[config.mk]
export PLATFORM = sky130hd
export DESIGN_NAME = tcm_timer
export DESIGN_NICKNAME = d
export VERILOG_FILES = /design/src/hw/tcm_pkg.sv /design/src/hw/tcm_timer.sv
export SDC_FILE = /design/constraint.sdc
export NUM_CORES = 1
export LEC_CHECK = 0
export BUFFER_PORTS_ARGS = -buffer_cell sky130_fd_sc_hd__buf_2
export CELL_PAD_IN_SITES_DETAIL_PLACEMENT = 0
export CELL_PAD_IN_SITES_GLOBAL_PLACEMENT = 1
export CORE_ASPECT_RATIO = 1.75
export CORE_MARGIN = 2
export CORE_UTILIZATION = 47
export DETAILED_ROUTE_END_ITERATION = 8
export PLACE_DENSITY = 0.9
export SLEW_MARGIN = 10
export SYNTH_ARGS = -nofsm -noshare
export SYNTH_HDL_FRONTEND = slang
export SYNTH_SLANG_ARGS = --single-unit
[constraint.sdc]
create_clock -name aclk -period 7.6 [get_ports aclk]
set_input_delay 0.76 -clock aclk [delete_from_list [all_inputs] [get_ports aclk]]
set_output_delay 0.76 -clock aclk [all_outputs]
set_load 0.01 [all_outputs]
[src/hw/tcm_pkg.sv]
package tcm_pkg;
  localparam int CNT_W = 16;
  localparam int ADDR_W = 8;
  localparam int PRE_W = 15;
  // Register byte offsets
  localparam logic [7:0] OFF_CLK_EN = 8'h00;
  localparam logic [7:0] OFF_PRESCALE = 8'h04;
  localparam logic [7:0] OFF_MODE_HI = 8'h08;
  localparam logic [7:0] OFF_MODE_LO = 8'h0C;
  localparam logic [7:0] OFF_PERIOD = 8'h10;
  localparam logic [7:0] OFF_CTRL = 8'h14;
  localparam logic [7:0] OFF_COUNT = 8'h18;
  localparam logic [7:0] OFF_CAPTURE = 8'h1C;
  localparam logic [7:0] OFF_IRQ_STAT = 8'h20;
  localparam logic [7:0] OFF_IRQ_MASK = 8'h24;
  // Field positions
  localparam int GATE_BIT = 0;
  localparam int PRS_A_LSB = 0;
  localparam int PRS_B_LSB = 4;
  localparam int OPCLK_BIT = 7;
  localparam int CCLK_BIT = 4;
  localparam int TRIG_LSB = 0;
  localparam int MODE_LSB = 0;
  localparam int CTRL_START = 0;
  localparam int CTRL_STOP = 1;
  localparam int ST_EVENT = 0;
  localparam int ST_CAPT = 1;
  // Trigger source codes
  localparam logic [2:0] TRIG_SW = 3'h0;
  localparam logic [2:0] TRIG_EDGE = 3'h1;
  localparam logic [2:0] TRIG_BOTH = 3'h2;
  localparam logic [2:0] TRIG_MASTER = 3'h4;
  // Mode codes (upper three bits, or all four)
  localparam logic [2:0] MODE_INTERVAL = 3'h0;
  localparam logic [2:0] MODE_CAPTURE = 3'h2;
  localparam logic [3:0] MODE_EVENT = 4'h6;
  localparam logic [2:0] MODE_ONECOUNT = 3'h4;
  localparam logic [3:0] MODE_CAP_ONE = 4'hC;
  // Reset value and AXI response codes
  localparam logic [7:0] RST_BYTE = 8'h00;
  localparam logic [1:0] RESP_OKAY = 2'h0;
  localparam logic [1:0] RESP_SLVERR = 2'h2;

  typedef enum logic [2:0] {
    CH_IDLE = 3'b001,
    CH_ARMED = 3'b010,
    CH_RUN = 3'b100
  } tcm_ch_t;

  typedef struct packed {
    tcm_ch_t st;
    logic [PRE_W-1:0] pre;
    logic [2:0] pin_s;
    logic [7:0] clk_en;
    logic [7:0] prs;
    logic [7:0] mode_h;
    logic [7:0] mode_l;
    logic [CNT_W-1:0] period;
    logic [CNT_W-1:0] cnt;
    logic [CNT_W-1:0] capt;
    logic tout;
    logic [1:0] stat;
    logic [1:0] mask;
    logic irq;
    logic aw_have;
    logic [ADDR_W-1:0] awaddr;
    logic w_have;
    logic [31:0] wdata;
    logic [3:0] wstrb;
    logic awready;
    logic wready;
    logic bvalid;
    logic [1:0] bresp;
    logic arready;
    logic rvalid;
    logic [31:0] rdata;
    logic [1:0] rresp;
  } tcm_state_t;
endpackage

[src/hw/tcm_timer.sv]
`timescale 1ns/1ns
// What this block does
// RL1 - Unit clock gate bit 0 stops the whole unit when clear, runs when set. A software stop still sends the channel to idle while gated.
// RL2 - Operation clock A is system clock divided by two to the prescaler field.
// RL3 - Mode high bit 7 picks operation clock A (0) or B (1).
// RL4 - Mode high bit 4 picks operation clock (0) or input pin edges (1).
// RL5 - Trigger 000 software only, 001 pin edge, 010 both pin edges.
// RL6 - Trigger 100 uses master channel interrupt as start; other codes prohibited.
// RL7 - Mode 000x is interval timer, counting down.
// RL8 - Mode 010x is capture mode, counting up between input pulses.
// RL9 - Mode 0110 is event counter, counting down on external events.
// RL10 - Mode 100x is one-count mode, counting down after each trigger.
// RL11 - Mode 1100 is capture and one-count, counting up over input width.
// RL12 - Interval or capture: lowest mode bit raises interrupt and toggles output at start.
// RL13 - Interval period equals period register plus one count clock periods.
// RL14 - Interval timer reloads from period register and interrupts on expiry.
module tcm_timer
  import tcm_pkg::*;
(
  // Clock and reset
  input wire logic aclk,
  input wire logic aresetn,
  // AXI4-Lite write
  input wire logic [ADDR_W-1:0] s_axi_awaddr,
  input wire logic s_axi_awvalid,
  output logic s_axi_awready,
  input wire logic [31:0] s_axi_wdata,
  input wire logic [3:0] s_axi_wstrb,
  input wire logic s_axi_wvalid,
  output logic s_axi_wready,
  output logic [1:0] s_axi_bresp,
  output logic s_axi_bvalid,
  input wire logic s_axi_bready,
  // AXI4-Lite read
  input wire logic [ADDR_W-1:0] s_axi_araddr,
  input wire logic s_axi_arvalid,
  output logic s_axi_arready,
  output logic [31:0] s_axi_rdata,
  output logic [1:0] s_axi_rresp,
  output logic s_axi_rvalid,
  input wire logic s_axi_rready,
  // Channel pins and events
  input wire logic channel_input_pin,
  input wire logic master_irq,
  output logic timer_out,
  output logic irq
);

  tcm_state_t q, d;

  function automatic logic pow2_tick(input logic [PRE_W-1:0] c,
                                     input logic [3:0] n);
    logic [PRE_W-1:0] m;
    // Tick when the low n bits of the free counter are all ones
    m = PRE_W'((32'd1 << n) - 32'd1);
    return (c & m) == m;
  endfunction

  logic unit_en, tick_a, tick_b, op_tick, count_tick;
  logic pin_rise, pin_fall, trig, start_sw, stop_sw, ev, cap_ev;
  logic is_int, is_cap, is_evt, is_one, is_capone, md0;
  logic [2:0] sts;
  logic wr_do;

  always_comb begin
    d = q;
    ev = 1'b0;
    cap_ev = 1'b0;
    start_sw = 1'b0;
    stop_sw = 1'b0;
    unit_en = q.clk_en[GATE_BIT];
    d.pin_s = {q.pin_s[1:0], channel_input_pin};
    pin_rise = q.pin_s[1] && !q.pin_s[2];
    pin_fall = !q.pin_s[1] && q.pin_s[2];
    // Prescaler only runs while the unit is supplied
    if (unit_en) d.pre = q.pre + 1'b1; // see RL1
    tick_a = unit_en && pow2_tick(q.pre, q.prs[PRS_A_LSB +: 4]); // see RL2
    tick_b = unit_en && pow2_tick(q.pre, q.prs[PRS_B_LSB +: 4]);
    op_tick = q.mode_h[OPCLK_BIT] ? tick_b : tick_a; // see RL3
    count_tick = q.mode_h[CCLK_BIT] ? (unit_en && pin_rise) : op_tick; // see RL4
    sts = q.mode_h[TRIG_LSB +: 3];
    unique case (sts)
      TRIG_EDGE: trig = pin_rise; // see RL5
      TRIG_BOTH: trig = pin_rise || pin_fall; // see RL5
      TRIG_MASTER: trig = master_irq; // see RL6
      default: trig = 1'b0;
    endcase
    trig = trig && unit_en;
    md0 = q.mode_l[MODE_LSB];
    is_int = q.mode_l[MODE_LSB+1 +: 3] == MODE_INTERVAL;
    is_cap = q.mode_l[MODE_LSB+1 +: 3] == MODE_CAPTURE;
    is_evt = q.mode_l[MODE_LSB +: 4] == MODE_EVENT;
    is_one = q.mode_l[MODE_LSB+1 +: 3] == MODE_ONECOUNT;
    is_capone = q.mode_l[MODE_LSB +: 4] == MODE_CAP_ONE;
    // AXI write: address and data in either order
    if (q.awready && s_axi_awvalid) begin
      d.aw_have = 1'b1;
      d.awaddr = s_axi_awaddr;
    end
    if (q.wready && s_axi_wvalid) begin
      d.w_have = 1'b1;
      d.wdata = s_axi_wdata;
      d.wstrb = s_axi_wstrb;
    end
    wr_do = q.aw_have && q.w_have && !q.bvalid;
    if (wr_do) begin
      d.aw_have = 1'b0;
      d.w_have = 1'b0;
      d.bvalid = 1'b1;
      d.bresp = RESP_OKAY;
      unique case (q.awaddr)
        OFF_CLK_EN: if (q.wstrb[0]) d.clk_en = q.wdata[7:0];
        OFF_PRESCALE: if (q.wstrb[0]) d.prs = q.wdata[7:0];
        OFF_MODE_HI: if (q.wstrb[0]) d.mode_h = q.wdata[7:0];
        OFF_MODE_LO: if (q.wstrb[0]) d.mode_l = q.wdata[7:0];
        OFF_PERIOD: begin
          if (q.wstrb[0]) d.period[7:0] = q.wdata[7:0];
          if (q.wstrb[1]) d.period[15:8] = q.wdata[15:8];
        end
        OFF_CTRL: begin
          start_sw = q.wstrb[0] && q.wdata[CTRL_START];
          stop_sw = q.wstrb[0] && q.wdata[CTRL_STOP];
        end
        OFF_COUNT, OFF_CAPTURE: ;
        OFF_IRQ_STAT: if (q.wstrb[0]) d.stat = q.stat & ~q.wdata[1:0];
        OFF_IRQ_MASK: if (q.wstrb[0]) d.mask = q.wdata[1:0];
        default: d.bresp = RESP_SLVERR;
      endcase
    end
    if (q.bvalid && s_axi_bready) d.bvalid = 1'b0;
    // Channel engine; a gated unit freezes in place except for a software stop to idle
    if (unit_en) begin // see RL1
      unique case (q.st)
        CH_IDLE: begin
          if (start_sw) begin
            if (is_int || is_evt) begin // see RL7 RL9
              d.cnt = q.period;
              d.st = CH_RUN;
            end else if (is_cap) begin // see RL8
              d.cnt = '0;
              d.st = CH_RUN;
            end else if (is_one || is_capone) begin // see RL10 RL11
              d.st = CH_ARMED;
            end
            // Start-time interrupt only where the mode allows it
            if ((is_int || is_cap) && md0) begin // see RL12
              ev = 1'b1;
              d.tout = !q.tout;
            end
          end
        end
        CH_ARMED: begin
          if (trig) begin
            d.cnt = is_one ? q.period : '0; // see RL10 RL11
            d.st = CH_RUN;
          end
        end
        CH_RUN: begin
          if (is_int || is_evt) begin
            if (count_tick) begin
              // Zero is a counted state, so period is N+1 ticks
              if (q.cnt == '0) begin // see RL13
                d.cnt = q.period; // see RL14
                ev = 1'b1; // see RL14
                d.tout = !q.tout;
              end else begin
                d.cnt = q.cnt - 1'b1; // see RL7 RL9
              end
            end
          end else if (is_cap) begin
            if (trig) begin
              d.capt = q.cnt;
              d.cnt = '0;
              ev = 1'b1;
              cap_ev = 1'b1;
            end else if (count_tick) begin
              d.cnt = q.cnt + 1'b1; // see RL8
            end
          end else if (is_one) begin
            if (trig && md0) begin // see RL10
              d.cnt = q.period;
              ev = 1'b1;
            end else if (count_tick) begin
              if (q.cnt == '0) begin
                ev = 1'b1;
                d.tout = !q.tout;
                d.st = CH_ARMED;
              end else begin
                d.cnt = q.cnt - 1'b1; // see RL10
              end
            end
          end else if (is_capone) begin
            // Width ends on the falling edge of the input
            if (pin_fall) begin
              d.capt = q.cnt;
              ev = 1'b1;
              cap_ev = 1'b1;
              d.st = CH_ARMED;
            end else if (count_tick) begin
              d.cnt = q.cnt + 1'b1; // see RL11
            end
          end else begin
            // Prohibited mode written while running: park
            d.st = CH_IDLE;
          end
        end
        default: d.st = CH_IDLE;
      endcase
    end
    if (stop_sw) d.st = CH_IDLE;
    // Hardware set wins over a same-cycle clear
    if (ev) d.stat[ST_EVENT] = 1'b1;
    if (cap_ev) d.stat[ST_CAPT] = 1'b1;
    d.irq = |(d.stat & d.mask);
    // AXI read
    if (q.arready && s_axi_arvalid) begin
      d.rvalid = 1'b1;
      d.rresp = RESP_OKAY;
      d.rdata = '0;
      unique case (s_axi_araddr)
        OFF_CLK_EN: d.rdata[7:0] = q.clk_en;
        OFF_PRESCALE: d.rdata[7:0] = q.prs;
        OFF_MODE_HI: d.rdata[7:0] = q.mode_h;
        OFF_MODE_LO: d.rdata[7:0] = q.mode_l;
        OFF_PERIOD: d.rdata[CNT_W-1:0] = q.period;
        OFF_CTRL: d.rdata[2:0] = q.st;
        OFF_COUNT: d.rdata[CNT_W-1:0] = q.cnt;
        OFF_CAPTURE: d.rdata[CNT_W-1:0] = q.capt;
        OFF_IRQ_STAT: d.rdata[1:0] = q.stat;
        OFF_IRQ_MASK: d.rdata[1:0] = q.mask;
        default: d.rresp = RESP_SLVERR;
      endcase
    end else if (q.rvalid && s_axi_rready) begin
      d.rvalid = 1'b0;
    end
    d.awready = !d.aw_have && !d.bvalid;
    d.wready = !d.w_have && !d.bvalid;
    d.arready = !d.rvalid;
  end

  always_ff @(posedge aclk) begin
    if (!aresetn) begin
      q <= '0;
      q.st <= CH_IDLE;
      q.clk_en <= RST_BYTE;
    end else begin
      q <= d;
    end
  end

  assign s_axi_awready = q.awready;
  assign s_axi_wready = q.wready;
  assign s_axi_bvalid = q.bvalid;
  assign s_axi_bresp = q.bresp;
  assign s_axi_arready = q.arready;
  assign s_axi_rvalid = q.rvalid;
  assign s_axi_rdata = q.rdata;
  assign s_axi_rresp = q.rresp;
  assign timer_out = q.tout;
  assign irq = q.irq;
endmodule

==> impl_metrics.env <==
export IMPL_drtIter0Drc=634
export IMPL_maxCapViolations=0
export IMPL_cts_tree="built"
export IMPL_post_cts_setup_buffers=0
export IMPL_layout_commonest_cell="nand2_1"
export IMPL_ys_top_cells_by_area="dfxtp_1 34%, nand2_1 7.3%, a21oi_1 6.6%"
export IMPL_dieArea_um2=21200
export IMPL_drc=0
export IMPL_finalCritPeriodShare_pct=64.2
export IMPL_die_h_um=191
export IMPL_async_reset_ff_share_pct=0
export IMPL_grt_antenna_before_repair=0
export IMPL_cp_max_fo=29
export IMPL_synth_avg_cell_area_um2=7.59
export IMPL_ys_seq_elements=158
export IMPL_cp_slowest_cell="a31oi_4"
export IMPL_cpLargestDelayFamily="simple AND/OR/NAND/NOR gates"
export IMPL_start_util_pct=47.9
export IMPL_worst_setup_path_start_kind="flop"
export IMPL_finalNonFillerCells=1483
export IMPL_cp_end_kind="flop"
export IMPL_postRouteAntennaNets=0
export IMPL_syn_area_um2=9420
export IMPL_setup_viol=0
export IMPL_synth_ff_type="dfxtp_1"
export IMPL_synth_top_area_cell="dfxtp_1"
export IMPL_clk_path_buf_depth=2
export IMPL_fmax_mhz=205
export IMPL_clk_transition_reported_paths_ps=60
export IMPL_portBuffers=67
export IMPL_syn_inst=1241
export IMPL_via_per_inst=6.17
export IMPL_grt_pass1_wl_um=46000
export IMPL_worst_path_buf_inv=0
export IMPL_core_area_um2=19700
export IMPL_grt_pass1_vias=8708
export IMPL_drive_gt1_share_pct=11.8
export IMPL_dpl_cell_count=1452
export IMPL_report_final_slew_viol_count=0
export IMPL_diodes=0
export IMPL_vias=9146
export IMPL_synth_xor_area_share_pct=3.43
export IMPL_grt_max_degree=80
export IMPL_synth_edf_count=0
export IMPL_worst_skew_pair_late_latency_ps=440
export IMPL_required_ps=7940
export IMPL_overflow=0
export IMPL_synth_distinct_cells=93
export IMPL_ios=104
export IMPL_htree_num_levels=4
export IMPL_synth_warning_count=0
export IMPL_synthAdderAreaFrac_pct=1.17
export IMPL_synth_compound_area_share_pct=22.6
export IMPL_crit_chain="nor3_1 > nand2b_1 > ha_1 > or2_1 > o32a_1 > o221ai_1 > a2111oi_2 > nand4_1 > and2_4 > a31oi_4 > nand2_1 > o32ai_1"
export IMPL_irDropWorstVdd_mv=0.111
export IMPL_synth_mux_area_fraction_pct=5.53
export IMPL_cts_buffers=17
export IMPL_cts_sinks=158
export IMPL_synth_top_family_by_area="simple AND/OR/NAND/NOR gates"
export IMPL_status="finished, final reports clean"
export IMPL_fin_skew_ps=16.3
export IMPL_fin_setup_tns_ps=0
export IMPL_hold_viol=0
export IMPL_row_count=68
export IMPL_rsz0062_at_grt="false"
export IMPL_synth_top_cell_area_share_pct=33.6
export IMPL_relSlewSlack_pct=25.4
export IMPL_root_buffer="clkbuf_16"
export IMPL_fin_nets=1295
export IMPL_power_density_nw_per_um2=176
export IMPL_p_leak_nw=3.79
export IMPL_dp_hpwl_um=22000
export IMPL_period_needed_ps=4880
export IMPL_gp_congestion=0.947
export IMPL_syn_to_final_growth_pct=7.69
export IMPL_worst_pin_slew_ps=1110
export IMPL_final_cell_mix="184 x nand2_1, 158 x dfxtp_1, 137 x nor2_1"
export IMPL_yosysSeqAreaShare_pct=33.6
export IMPL_yosys_area_share_simple_pct=25.3
export IMPL_wl_um=30100
export IMPL_cp_arrival_ps=5210
export IMPL_hold_buffers=0
export IMPL_criticalPathCategory="flop to flop"
export IMPL_min_path_type="flop to flop"
export IMPL_dr_pass1_iters=6
export IMPL_cts_resized=0
export IMPL_die_w_um=111
export IMPL_cpPeakStageDelay_ps=790
export IMPL_wl_per_cell_um=20.3
export IMPL_grt_usage_pct=27.9
-- worst register-to-register path, cell delays in order (launching register included) --
cell and delay [ps]:
dfxtp_1 700, nor3_1 160, nand2b_1 120, ha_1 340, or2_1 200, o32a_1 150
o221ai_1 140, a2111oi_2 380, nand4_1 580, and2_4 500, a31oi_4 790, nand2_1 380
o32ai_1 330
-- final cells by class --
cell class | instances | area [µm²]
Clock buffer | 20 | 457
Clock inverter | 11 | 133
Fill cell | 1936 | 9510
Inverter | 30 | 115
Multi-Input combinational cell | 943 | 5560
Sequential cell | 158 | 3160
Tap cell | 245 | 307
Timing Repair Buffer | 76 | 403
-- report_power, final --
group / leakage, nW / total [mW] / internal [mW] / switching (mW)
combinational: 2.23 / 0.0721 / 0.0226 / 0.0495
clock: 0.283 / 0.860 / 0.503 / 0.357
sequential: 1.28 / 0.850 / 0.839 / 0.0114
-- per-layer routing --
metal / up-vias / global-route usage (%) / routed length [µm]
li1: 4343 / - / -
met1: 4274 / 26.7 / 10200
met2: 384 / 50.9 / 15400
met3: 145 / 4.12 / 1510
met4: 0 / 25.4 / 2920
met5: - / 0 / 0
-- cell usage after synthesis, drive strengths merged (12+ instances only) --
master	number
a31oi	15
mux2i	46
clkbuf	58
a222oi	18
and3	12
dfxtp	158
nand4	14
nand3	38
nor2	138
o21ai	60
nand2b	12
inv	30
nand2	185
buf	69
a21oi	127
nor3	35
a22oi	24
xnor2	23
xor2	13
-- cell families (layout without fill, tap and decap cells) --
group | Yosys count | count (layout)
compound gates | 324 | 324
xor+xnor | 36 | 36
flops | 158 | 158
fa+ha+maj | 9 | 9
other cells | 1 | 18
buf+inv | 157 | 137
simple gates | 505 | 505
mux | 51 | 51
-- registers in the layout, indices dropped and copies added, names as in the netlist --
name,count
s_axi_bresp,1
d,2
s_axi_awready,1
s_axi_rresp,1
s_axi_bvalid,1
s_axi_rdata,16
q,130
irq,1
s_axi_rvalid,1
md0,1
timer_out,1
s_axi_arready,1
s_axi_wready,1
-- stage by stage --
| stage | utilization [%] | area [µm²] | hold slack, ps | worst slack, ps | power, mW |
|---|---|---|---|---|---|
| CTS | 51.6 | 10100 | 452 | 2880 | 1.80 |
| finish | 51.6 | 10100 | 454 | 2720 | 1.78 |
| global placement | 48.6 | 9550 | 438 | 2920 | 0.940 |
| detailed placement | 48.6 | 9550 | 431 | 2920 | 0.941 |
| global route | 51.6 | 10100 | 463 | 2460 | 1.84 |
| floorplan | - | 9480 | 412 | 4290 | 0.917 |
-- worst paths after layout --
kind | from | endpoint | slack (ps) | cells after the start
setup reg to reg | q[163]$_SDFFE_PN0P_ | q[112]$_SDFFE_PN0P_ | 2720 | 12
hold reg to reg | q[56]$_SDFFE_PN0P_ | q[56]$_SDFFE_PN0P_ | 450 | 2
hold / removal | q[56]$_SDFFE_PN0P_ | q[56]$_SDFFE_PN0P_ | 450 | 2
setup / recovery | q[163]$_SDFFE_PN0P_ | q[112]$_SDFFE_PN0P_ | 2720 | 12
(Power assumes the default switching activity.)
